==> config.mk <==
export PLATFORM = sky130hd
export DESIGN_NAME = qiedd_top
export DESIGN_NICKNAME = d
export VERILOG_FILES = /design/src/shared/qiedd_pkg.sv /design/src/hdl/qiedd_top.sv /design/src/hdl/qiedd_filter.sv
export VERILOG_INCLUDE_DIRS = /design/src /design/src/shared
export SDC_FILE = /design/constraint.sdc
export NUM_CORES = 1
export LEC_CHECK = 0
export BUFFER_PORTS_ARGS = -buffer_cell sky130_fd_sc_hd__clkbuf_2
export CAP_MARGIN = 20
export CORE_MARGIN = 2
export CORE_UTILIZATION = 61
export CTS_BUF_LIST = sky130_fd_sc_hd__clkbuf_16
export DETAILED_ROUTE_END_ITERATION = 10
export GPL_ROUTABILITY_DRIVEN = 0
export PLACE_DENSITY = 0.8
export SKIP_CTS_REPAIR_TIMING = 1
export SLEW_MARGIN = 20
export SYNTH_ARGS = -nofsm -noshare
export SYNTH_HDL_FRONTEND = slang
export SYNTH_SLANG_ARGS = --single-unit
export TNS_END_PERCENT = 30
==> constraint.sdc <==
create_clock -name i_clk_sys -period 10 [get_ports i_clk_sys]
set_input_delay 2.5 -clock i_clk_sys [delete_from_list [all_inputs] [get_ports i_clk_sys]]
set_output_delay 2.5 -clock i_clk_sys [all_outputs]
set_load 0.01 [all_outputs]
==> src/shared/qiedd_defines.svh <==
// constants of the quad input edge/event/diagnostic block
// assumes a 100 MHz system clock and byte-wide record access
`ifndef QIEDD_DEFINES_SVH
`define QIEDD_DEFINES_SVH

// ****************************************************************
// timing
// ****************************************************************
`define QIEDD_CLK_PERIOD_NS 10
`define QIEDD_US_NS 1000
`define QIEDD_US_CYCLES (`QIEDD_US_NS / `QIEDD_CLK_PERIOD_NS)

// ****************************************************************
// input delay codes and their delay in microseconds
// ****************************************************************
`define QIEDD_DLY_CODE_1US 8'h00
`define QIEDD_DLY_CODE_3US 8'h02
`define QIEDD_DLY_CODE_10US 8'h04
`define QIEDD_DLY_CODE_86US 8'h07
`define QIEDD_DLY_CODE_342US 8'h09
`define QIEDD_DLY_CODE_2731US 8'h0c
`define QIEDD_DLY_1US 12'h001
`define QIEDD_DLY_3US 12'h003
`define QIEDD_DLY_10US 12'h00a
`define QIEDD_DLY_86US 12'h056
`define QIEDD_DLY_342US 12'h156
`define QIEDD_DLY_2731US 12'haab

// ****************************************************************
// record sets and byte indices
// ****************************************************************
`define QIEDD_SET_00 8'h00
`define QIEDD_SET_01 8'h01
`define QIEDD_SET_80 8'h80
`define QIEDD_SHORT_LEN 5'h04
`define QIEDD_DIAG_LEN 5'h14
`define QIEDD_IDX_RISE 5'h00
`define QIEDD_IDX_FALL 5'h01

// ****************************************************************
// reset and constant field values
// ****************************************************************
`define QIEDD_DIAG_OFF 8'h00
`define QIEDD_DIAG_ON 8'h40
`define QIEDD_DLY_RESET 8'h02
`define QIEDD_MODULE_CLASS_INFO 8'h1f
`define QIEDD_CHANNEL_KIND 8'h70
`define QIEDD_DIAG_BITS_PER_CH 8'h00
`define QIEDD_CHANNEL_COUNT 8'h04
`define QIEDD_BIT_MOD_FAIL 0
`define QIEDD_BIT_EXT_ERR 2
`define QIEDD_BIT_CH_ERR 3
`define QIEDD_BIT_OVERFLOW 3
`define QIEDD_BIT_PE_LOST 6

`endif

==> src/shared/qiedd_pkg.sv <==
// types of the quad input edge/event/diagnostic block
// holds its own state encodings; takes no numbers from the defines header
package qiedd_pkg;

    // record access request from the controller
    typedef struct packed {
        logic       wr;
        logic       rd;
        logic [7:0] set;
        logic [4:0] idx;
        logic [7:0] wdata;
    } qiedd_rec_req_t;

    // process event data handed to the controller
    typedef struct packed {
        logic        canopen_emcy;
        logic [7:0]  edge_mask;
        logic [7:0]  snapshot;
        logic [15:0] time_low;
    } qiedd_pe_t;

    typedef enum logic [1:0] {
        QIEDD_DG_IDLE   = 2'b01,
        QIEDD_DG_ACTIVE = 2'b10
    } qiedd_dg_state_t;

endpackage

==> src/hdl/qiedd_top.sv <==
// quad input edge/event/diagnostic unit: filters, edge events,
// process event capture, diagnostic record and fault indicator
// assumes the controller reads records and acks process events
`timescale 1ns/10ps
`include "qiedd_defines.svh"

module qiedd_top (
    input wire logic i_clk_sys,
    input wire logic i_resetn,
    input wire logic [3:0] i_field_input_n,
    input wire qiedd_pkg::qiedd_rec_req_t i_rec_req,
    input wire logic i_proc_ack,
    input wire logic i_host_canopen,
    output logic [7:0] o_rec_rdata,
    output logic o_rec_ack,
    output qiedd_pkg::qiedd_pe_t o_proc_event,
    output logic o_proc_valid,
    output logic o_diag_incoming,
    output logic o_diag_going,
    output logic o_module_fault_indicator
);

    // ****************************************************************
    // reset release
    // ****************************************************************
    logic rst_meta_r;
    logic rst_n;

    always_ff @(posedge i_clk_sys or negedge i_resetn) begin
        if (!i_resetn) begin
            rst_meta_r <= 1'b0;
            rst_n <= 1'b0;
        end else begin
            rst_meta_r <= 1'b1;
            rst_n <= rst_meta_r;
        end
    end

    // ****************************************************************
    // microsecond tick and ticker
    // ****************************************************************
    logic [6:0] div_r;
    logic us_tick_r;
    logic [31:0] ticker_r;
    logic div_end;

    assign div_end = div_r == 7'(`QIEDD_US_CYCLES - 1);

    always_ff @(posedge i_clk_sys or negedge rst_n) begin
        if (!rst_n) begin
            div_r <= 7'h00;
            us_tick_r <= 1'b0;
        end else begin
            div_r <= div_end ? 7'h00 : div_r + 7'h01;
            us_tick_r <= div_end;
        end
    end

    always_ff @(posedge i_clk_sys or negedge rst_n) begin
        if (!rst_n) begin
            ticker_r <= 32'h0000_0000;
        end else if (us_tick_r) begin
            ticker_r <= ticker_r + 32'h0000_0001;
        end
    end

    // ****************************************************************
    // parameter records
    // ****************************************************************
    logic [7:0] diag_enable_r;
    logic [7:0] input_delay_code_r [0:3];
    logic [3:0] rising_edge_enable_r;
    logic [3:0] falling_edge_enable_r;
    logic diag_on;
    logic wr_set00;
    logic wr_set01;
    logic wr_set80;

    assign wr_set00 = i_rec_req.wr && i_rec_req.set == `QIEDD_SET_00;
    assign wr_set01 = i_rec_req.wr && i_rec_req.set == `QIEDD_SET_01;
    assign wr_set80 = i_rec_req.wr && i_rec_req.set == `QIEDD_SET_80;
    assign diag_on = diag_enable_r == `QIEDD_DIAG_ON;

    always_ff @(posedge i_clk_sys or negedge rst_n) begin
        if (!rst_n) begin
            diag_enable_r <= `QIEDD_DIAG_OFF;
        end else if (wr_set00 && i_rec_req.idx == 5'h00) begin
            diag_enable_r <= i_rec_req.wdata;
        end
    end

    always_ff @(posedge i_clk_sys or negedge rst_n) begin
        if (!rst_n) begin
            rising_edge_enable_r <= 4'h0;
            falling_edge_enable_r <= 4'h0;
        end else if (wr_set80) begin
            if (i_rec_req.idx == `QIEDD_IDX_RISE) begin
                rising_edge_enable_r <= i_rec_req.wdata[3:0];
            end
            if (i_rec_req.idx == `QIEDD_IDX_FALL) begin
                falling_edge_enable_r <= i_rec_req.wdata[3:0];
            end
        end
    end

    // ****************************************************************
    // per channel sync and filter
    // ****************************************************************
    logic [3:0] filt;
    logic [3:0] filt_prev_r;

    genvar ch;
    generate
        for (ch = 0; ch < 4; ch++) begin : g_ch
            logic s1_r;
            logic s2_r;
            logic s3_r;
            logic stable_r;

            always_ff @(posedge i_clk_sys or negedge rst_n) begin
                if (!rst_n) begin
                    s1_r <= 1'b0;
                    s2_r <= 1'b0;
                    s3_r <= 1'b0;
                    stable_r <= 1'b0;
                    input_delay_code_r[ch] <= `QIEDD_DLY_RESET;
                end else begin
                    s1_r <= i_field_input_n[ch];
                    s2_r <= s1_r;
                    s3_r <= s2_r;
                    stable_r <= (s2_r == s3_r) ? s3_r : stable_r;
                    if (wr_set01 && i_rec_req.idx == 5'(ch)) begin
                        input_delay_code_r[ch] <= i_rec_req.wdata;
                    end
                end
            end

            qiedd_filter u_filter (
                .i_clk_sys(i_clk_sys),
                .i_rst_n(rst_n),
                .i_us_tick(us_tick_r),
                .i_raw(stable_r),
                .i_delay_code(input_delay_code_r[ch]),
                .o_level(filt[ch])
            );
        end
    endgenerate

    // ****************************************************************
    // edge detection and process events
    // ****************************************************************
    logic [3:0] edges;
    logic ev_now;
    logic accept;
    logic loss;
    logic dg_active;
    qiedd_pkg::qiedd_pe_t pe_nxt;

    assign edges = (filt & ~filt_prev_r & rising_edge_enable_r) |
                   (~filt & filt_prev_r & falling_edge_enable_r);
    assign ev_now = |edges && !dg_active;
    assign accept = ev_now && (!o_proc_valid || i_proc_ack);
    assign loss = ev_now && o_proc_valid && !i_proc_ack;

    assign pe_nxt = '{canopen_emcy: i_host_canopen,
                      edge_mask: {4'h0, edges},
                      snapshot: {4'h0, filt},
                      time_low: ticker_r[15:0]};

    always_ff @(posedge i_clk_sys or negedge rst_n) begin
        if (!rst_n) begin
            filt_prev_r <= 4'h0;
            o_proc_valid <= 1'b0;
            o_proc_event <= '0;
        end else begin
            filt_prev_r <= filt;
            o_proc_valid <= accept || (o_proc_valid && !i_proc_ack);
            if (accept) begin
                o_proc_event <= pe_nxt;
            end
        end
    end

    // ****************************************************************
    // diagnostic cause and window
    // ****************************************************************
    logic [3:0] lost_edge_acc_r;
    logic lost_acc_r;
    logic ovf_acc_r;
    logic cause;
    logic go_in;
    logic go_out;
    qiedd_pkg::qiedd_dg_state_t dg_state_r;
    qiedd_pkg::qiedd_dg_state_t dg_state_nxt;

    assign cause = lost_acc_r;

    always_ff @(posedge i_clk_sys or negedge rst_n) begin
        if (!rst_n) begin
            lost_edge_acc_r <= 4'h0;
            lost_acc_r <= 1'b0;
            ovf_acc_r <= 1'b0;
        end else if (loss) begin
            lost_edge_acc_r <= lost_edge_acc_r | edges;
            lost_acc_r <= 1'b1;
            ovf_acc_r <= ovf_acc_r | lost_acc_r;
        end else if (!o_proc_valid) begin
            lost_edge_acc_r <= 4'h0;
            lost_acc_r <= 1'b0;
            ovf_acc_r <= 1'b0;
        end
    end

    assign dg_active = dg_state_r == qiedd_pkg::QIEDD_DG_ACTIVE;
    assign go_in = !dg_active && diag_on && cause;
    assign go_out = dg_active && !cause;

    always_comb begin
        case (dg_state_r)
            qiedd_pkg::QIEDD_DG_IDLE: begin
                dg_state_nxt = go_in ? qiedd_pkg::QIEDD_DG_ACTIVE : qiedd_pkg::QIEDD_DG_IDLE;
            end
            qiedd_pkg::QIEDD_DG_ACTIVE: begin
                dg_state_nxt = go_out ? qiedd_pkg::QIEDD_DG_IDLE : qiedd_pkg::QIEDD_DG_ACTIVE;
            end
            default: begin
                dg_state_nxt = qiedd_pkg::QIEDD_DG_IDLE;
            end
        endcase
    end

    // ****************************************************************
    // diagnostic record capture
    // ****************************************************************
    logic [7:0] diag_summary_r;
    logic [7:0] diag_internal_flags_r;
    logic [7:0] lost_edge_flags_r;
    logic [31:0] diag_ts_r;

    always_ff @(posedge i_clk_sys or negedge rst_n) begin
        if (!rst_n) begin
            dg_state_r <= qiedd_pkg::QIEDD_DG_IDLE;
            o_diag_incoming <= 1'b0;
            o_diag_going <= 1'b0;
            o_module_fault_indicator <= 1'b0;
        end else begin
            dg_state_r <= dg_state_nxt;
            o_diag_incoming <= go_in;
            o_diag_going <= go_out;
            o_module_fault_indicator <= dg_state_nxt == qiedd_pkg::QIEDD_DG_ACTIVE;
        end
    end

    always_ff @(posedge i_clk_sys or negedge rst_n) begin
        if (!rst_n) begin
            diag_summary_r <= 8'h00;
            diag_internal_flags_r <= 8'h00;
            lost_edge_flags_r <= 8'h00;
            diag_ts_r <= 32'h0000_0000;
        end else if (go_in) begin
            diag_summary_r <= 8'h00;
            diag_summary_r[`QIEDD_BIT_CH_ERR] <= |lost_edge_acc_r;
            diag_internal_flags_r <= 8'h00;
            diag_internal_flags_r[`QIEDD_BIT_PE_LOST] <= lost_acc_r;
            diag_internal_flags_r[`QIEDD_BIT_OVERFLOW] <= ovf_acc_r;
            lost_edge_flags_r <= {4'h0, lost_edge_acc_r};
            diag_ts_r <= ticker_r;
        end
    end

    // ****************************************************************
    // record read port
    // ****************************************************************
    logic [159:0] diag_vec;
    logic [7:0] diag_byte;
    logic rd_full;
    logic rd_short;
    logic [7:0] rdata_nxt;

    assign diag_vec = {diag_ts_r, 64'h0000_0000_0000_0000, lost_edge_flags_r,
                       `QIEDD_CHANNEL_COUNT, `QIEDD_DIAG_BITS_PER_CH, `QIEDD_CHANNEL_KIND,
                       diag_internal_flags_r, 8'h00, `QIEDD_MODULE_CLASS_INFO, diag_summary_r};
    assign diag_byte = diag_vec[{i_rec_req.idx, 3'b000} +: 8];
    assign rd_full = i_rec_req.set == `QIEDD_SET_01 && i_rec_req.idx < `QIEDD_DIAG_LEN;
    assign rd_short = i_rec_req.set == `QIEDD_SET_00 && i_rec_req.idx < `QIEDD_SHORT_LEN;
    assign rdata_nxt = (rd_full || rd_short) ? diag_byte : 8'h00;

    always_ff @(posedge i_clk_sys or negedge rst_n) begin
        if (!rst_n) begin
            o_rec_rdata <= 8'h00;
            o_rec_ack <= 1'b0;
        end else begin
            o_rec_ack <= i_rec_req.rd || i_rec_req.wr;
            o_rec_rdata <= i_rec_req.rd ? rdata_nxt : 8'h00;
        end
    end
endmodule // qiedd_top

==> src/hdl/qiedd_filter.sv <==
// one channel input filter, counted in microsecond ticks
// assumes a synchronised raw level and a one-cycle microsecond tick
`timescale 1ns/10ps
`include "qiedd_defines.svh"

module qiedd_filter (
    input wire logic i_clk_sys,
    input wire logic i_rst_n,
    input wire logic i_us_tick,
    input wire logic i_raw,
    input wire logic [7:0] i_delay_code,
    output logic o_level
);

    logic [11:0] dly;
    logic [11:0] cnt_r;
    logic level_r;
    logic differ;
    logic done;

    // ****************************************************************
    // delay lookup
    // ****************************************************************
    // code to delay
    assign dly = (i_delay_code == `QIEDD_DLY_CODE_1US) ? `QIEDD_DLY_1US :
                 (i_delay_code == `QIEDD_DLY_CODE_10US) ? `QIEDD_DLY_10US :
                 (i_delay_code == `QIEDD_DLY_CODE_86US) ? `QIEDD_DLY_86US :
                 (i_delay_code == `QIEDD_DLY_CODE_342US) ? `QIEDD_DLY_342US :
                 (i_delay_code == `QIEDD_DLY_CODE_2731US) ? `QIEDD_DLY_2731US :
                 `QIEDD_DLY_3US;
    assign differ = i_raw != level_r;
    // one extra tick so the hold is never shorter than the delay
    assign done = i_us_tick && (cnt_r >= dly);

    // ****************************************************************
    // hold counter
    // ****************************************************************
    // level after hold
    always_ff @(posedge i_clk_sys or negedge i_rst_n) begin
        if (!i_rst_n) begin
            cnt_r <= 12'h000;
            level_r <= 1'b0;
        end else if (!differ || done) begin
            cnt_r <= 12'h000;
            level_r <= differ ? i_raw : level_r;
        end else if (i_us_tick) begin
            cnt_r <= cnt_r + 12'h001;
        end
    end

    assign o_level = level_r;
endmodule // qiedd_filter

==> reports/metrics.yaml <==
end_kind: "register"
p_leak_nw: 6.34
clk_latency_ps: 520
worstHoldPathType: "register to asynchronous set/reset pin"
power_density_nw_per_um2: 146
synthTopCellsByArea: "dfrtp_1 (51%), mux2_2 (7.0%), nand2_1 (5.5%)"
final-max-slew-violation-count: 0
grt_max_degree: 86
synth_top_family_by_area: "simple AND/OR/NAND/NOR gates"
nets: 1255
synth_ff_type: "dfrtp_1"
synthTopCellsByCount: "dfrtp_1 (242), nand2_1 (175), nor2_1 (79), mux2_2 (74), xnor2_1 (53)"
die_h_um: 143
portBuffers: 68
cts_sinks: 247
crit_chain: "clkbuf_2 -> nor2_1 -> nand4_1 -> or3_1 -> nor3b_4 -> mux2_2"
critPathRequiredTime_ps: 10410
synth.most_common_cell: "dfrtp_1"
netlist_instances: 1099
ir_drop_mv: 0.142
dp_slack_ps: 5280
relSlewSlack: 0.304
period_minus_slack_ps: 4210
synth_seq_area_share: 0.522
dieArea_um2: 20600
arrival_ps: 4610
rows: 50
synth_compound_area_frac: 0.0721
clockBufferDepth: 3
vias_per_cell: 5.84
initial_core_util: 0.628
cts_tree: "done"
cts_buffers: 26
tightest_slew_ps: 1040
grt_overflow: 0
synth_edf_count: 0
grt_use_total: 0.247
dieWidth_um: 143
yosys.area_share.simple: 0.181
antenna_found_initial: 0
async_flop_share: 1.00
synth_fa_ha_area_frac: 0.0591
path_max_fanout: 14
finalCritPeriodShare: 0.421
max_freq_mhz: 238
synth_seq_cells: 247
place_hpwl_um: 16600
setup_slack_ps: 5790
start_kind: "input port"
area_growth_pct: 11.4
muxShareOfSynthArea: 0.0905
drive_above_1_share: 0.174
grt_pass1_vias: 8335
finalSetupViolCount: 0
cts_htree_levels: 1
drtPass1Iterations: 5
grt_setup_unrepaired: "false"
hold_violations: 0
drtIter0Drc: 580
ioPinCount: 77
ys_warn_count: 0
drtAntennaViolNets: 0
final.setup_skew_ps: 14.2
outcome: "completed"
drc_errors: 0
synth_top_area_frac: 0.511
drv_cap: 0
slowest_delay_ps: 510
syn_area_um2: 11900
antennaDiodeCount: 0
yosysUniqueCellTypes: 61
root_buffer: "clkbuf_16"
clkTransAtPathRegs_ps: 60
postSynthAreaPerCell_um2: 10.8
wire_per_inst_um: 17.1
vias: 8456
finalSetupTns_ps: 0
post-synth-top-area-cell: "dfrtp_1"
grt_pass1_wl_um: 41300
cp_slowest_cell: "or3_1"
wl_um: 24700
coreArea_um2: 18900
worstSetupPathType: "input port to register"
n_fill_cell: 1371
synthXorXnorAreaFrac: 0.0539
final timing paths:
kind                       slack, ps                        to  depth (start not counted)                  start
setup / recovery                5790    input_delay_code_r[15]                          6          i_rec_req[10]
hold / removal                   260                  div_r[0]                          0                  rst_n
setup reg to reg                6430  g_ch[3].u_filter.o_level                          9  input_delay_code_r[5]
hold reg to reg                  260                  div_r[0]                          0                  rst_n
max in group asynchronous       8130                     rst_n                          1               i_resetn
min in group i_clk_sys           350              g_ch[1].s2_r                          0           g_ch[1].s1_r
cells by family after synthesis:
logic type,count (synthesis)
AOI/OAI and AO/OA,130
and+or+nand+nor,446
other,2
adders and majority gates,57
DFF,247
xor gates and xnor gates,73
muxes,88
buffers and inverters,56
registers in the layout, summed over array words and instances, names as in the netlist, 7 cells and up:
signal and flops:
g_ch.u_filter.cnt_r 48, diag_ts_r 32, input_delay_code_r 32, ticker_r 32
o_proc_event 25, diag_enable_r 8, o_rec_rdata 8, div_r 7
placed cells by master (no fill, tap or decap), types with 3 or more instances in the layout:
cell type,netlist,final
nor3_1,24,24
clkbuf_16,0,27
xnor2_1,53,53
a31oi_1,5,5
o2111ai_1,7,7
and2_1,4,4
dfstp_2,5,5
nand3b_1,6,6
clkinv_1,0,3
nand2b_1,17,17
a21o_1,5,5
o21ai_0,30,30
mux4_2,8,8
and3_1,12,12
nand4b_1,5,5
o21a_1,12,12
nor2_1,79,79
a211o_1,4,4
clkinv_2,0,6
inv_1,18,25
nor3b_1,15,15
ha_1,52,52
a211oi_1,7,7
o221ai_1,3,3
buf_4,8,5
nor2b_1,15,15
nand2_1,175,175
nand4_1,20,20
nor4_1,13,13
o211ai_1,5,5
conb_1,2,9
and4_1,3,3
xor2_1,20,20
clkbuf_2,1,69
maj3_1,5,5
mux2_2,74,74
dfrtp_1,242,241
nand3_1,47,47
mux2i_1,6,6
a21oi_1,33,33
metrics by stage:
stage                     std cells  total power [mW]  hold slack, ps  utilization  instance area [um^2]
after detailed placement       1402              1.08             336        0.657                 12400
after global routing           1448              1.99             303        0.699                 13200
after CTS                      1446              1.94             348        0.697                 13200
final                          1448              1.93             259        0.699                 13200
after floorplan                1106              1.06             331            -                 11900
after global placement         1402              1.08             333        0.657                 12400
per-layer routing:
metal  GRT usage  up-vias  routed length, um
met2       0.411      196              12500
met3      0.0333       42               1070
met4      0.0697        0                486
li1            -     3998                  -
met1       0.345     4220              10700
met5           0        -                  0
cell type report:
cell class / count / area (um^2) / area share
multi-input combinational: 803 / 5450 / 0.412
clock buffer: 27 / 676 / 0.0512
timing repair buffer: 76 / 422 / 0.0319
inverter: 18 / 67.6 / 0.00512
tap: 260 / 325 / 0.0246
sequential: 247 / 6190 / 0.469
clock inverter: 17 / 78.8 / 0.00597
critical path, delay by kind of cell:
family / cells / cell delay, ps
and+or+nand+nor: 4 / 1510
muxes: 1 / 400
buffers and inverters: 1 / 200
where the power goes:
| group | internal, mW | switching (mW) | leakage (nW) |
|---|---|---|---|
| Sequential | 1.01 | 0.00579 | 3.38 |
| Combinational | 0.0144 | 0.0413 | 2.55 |
| Clock | 0.484 | 0.375 | 0.404 |
| Total | 1.50 | 0.422 | 6.34 |
No activity file was read; power rests on OpenSTA's default activity.
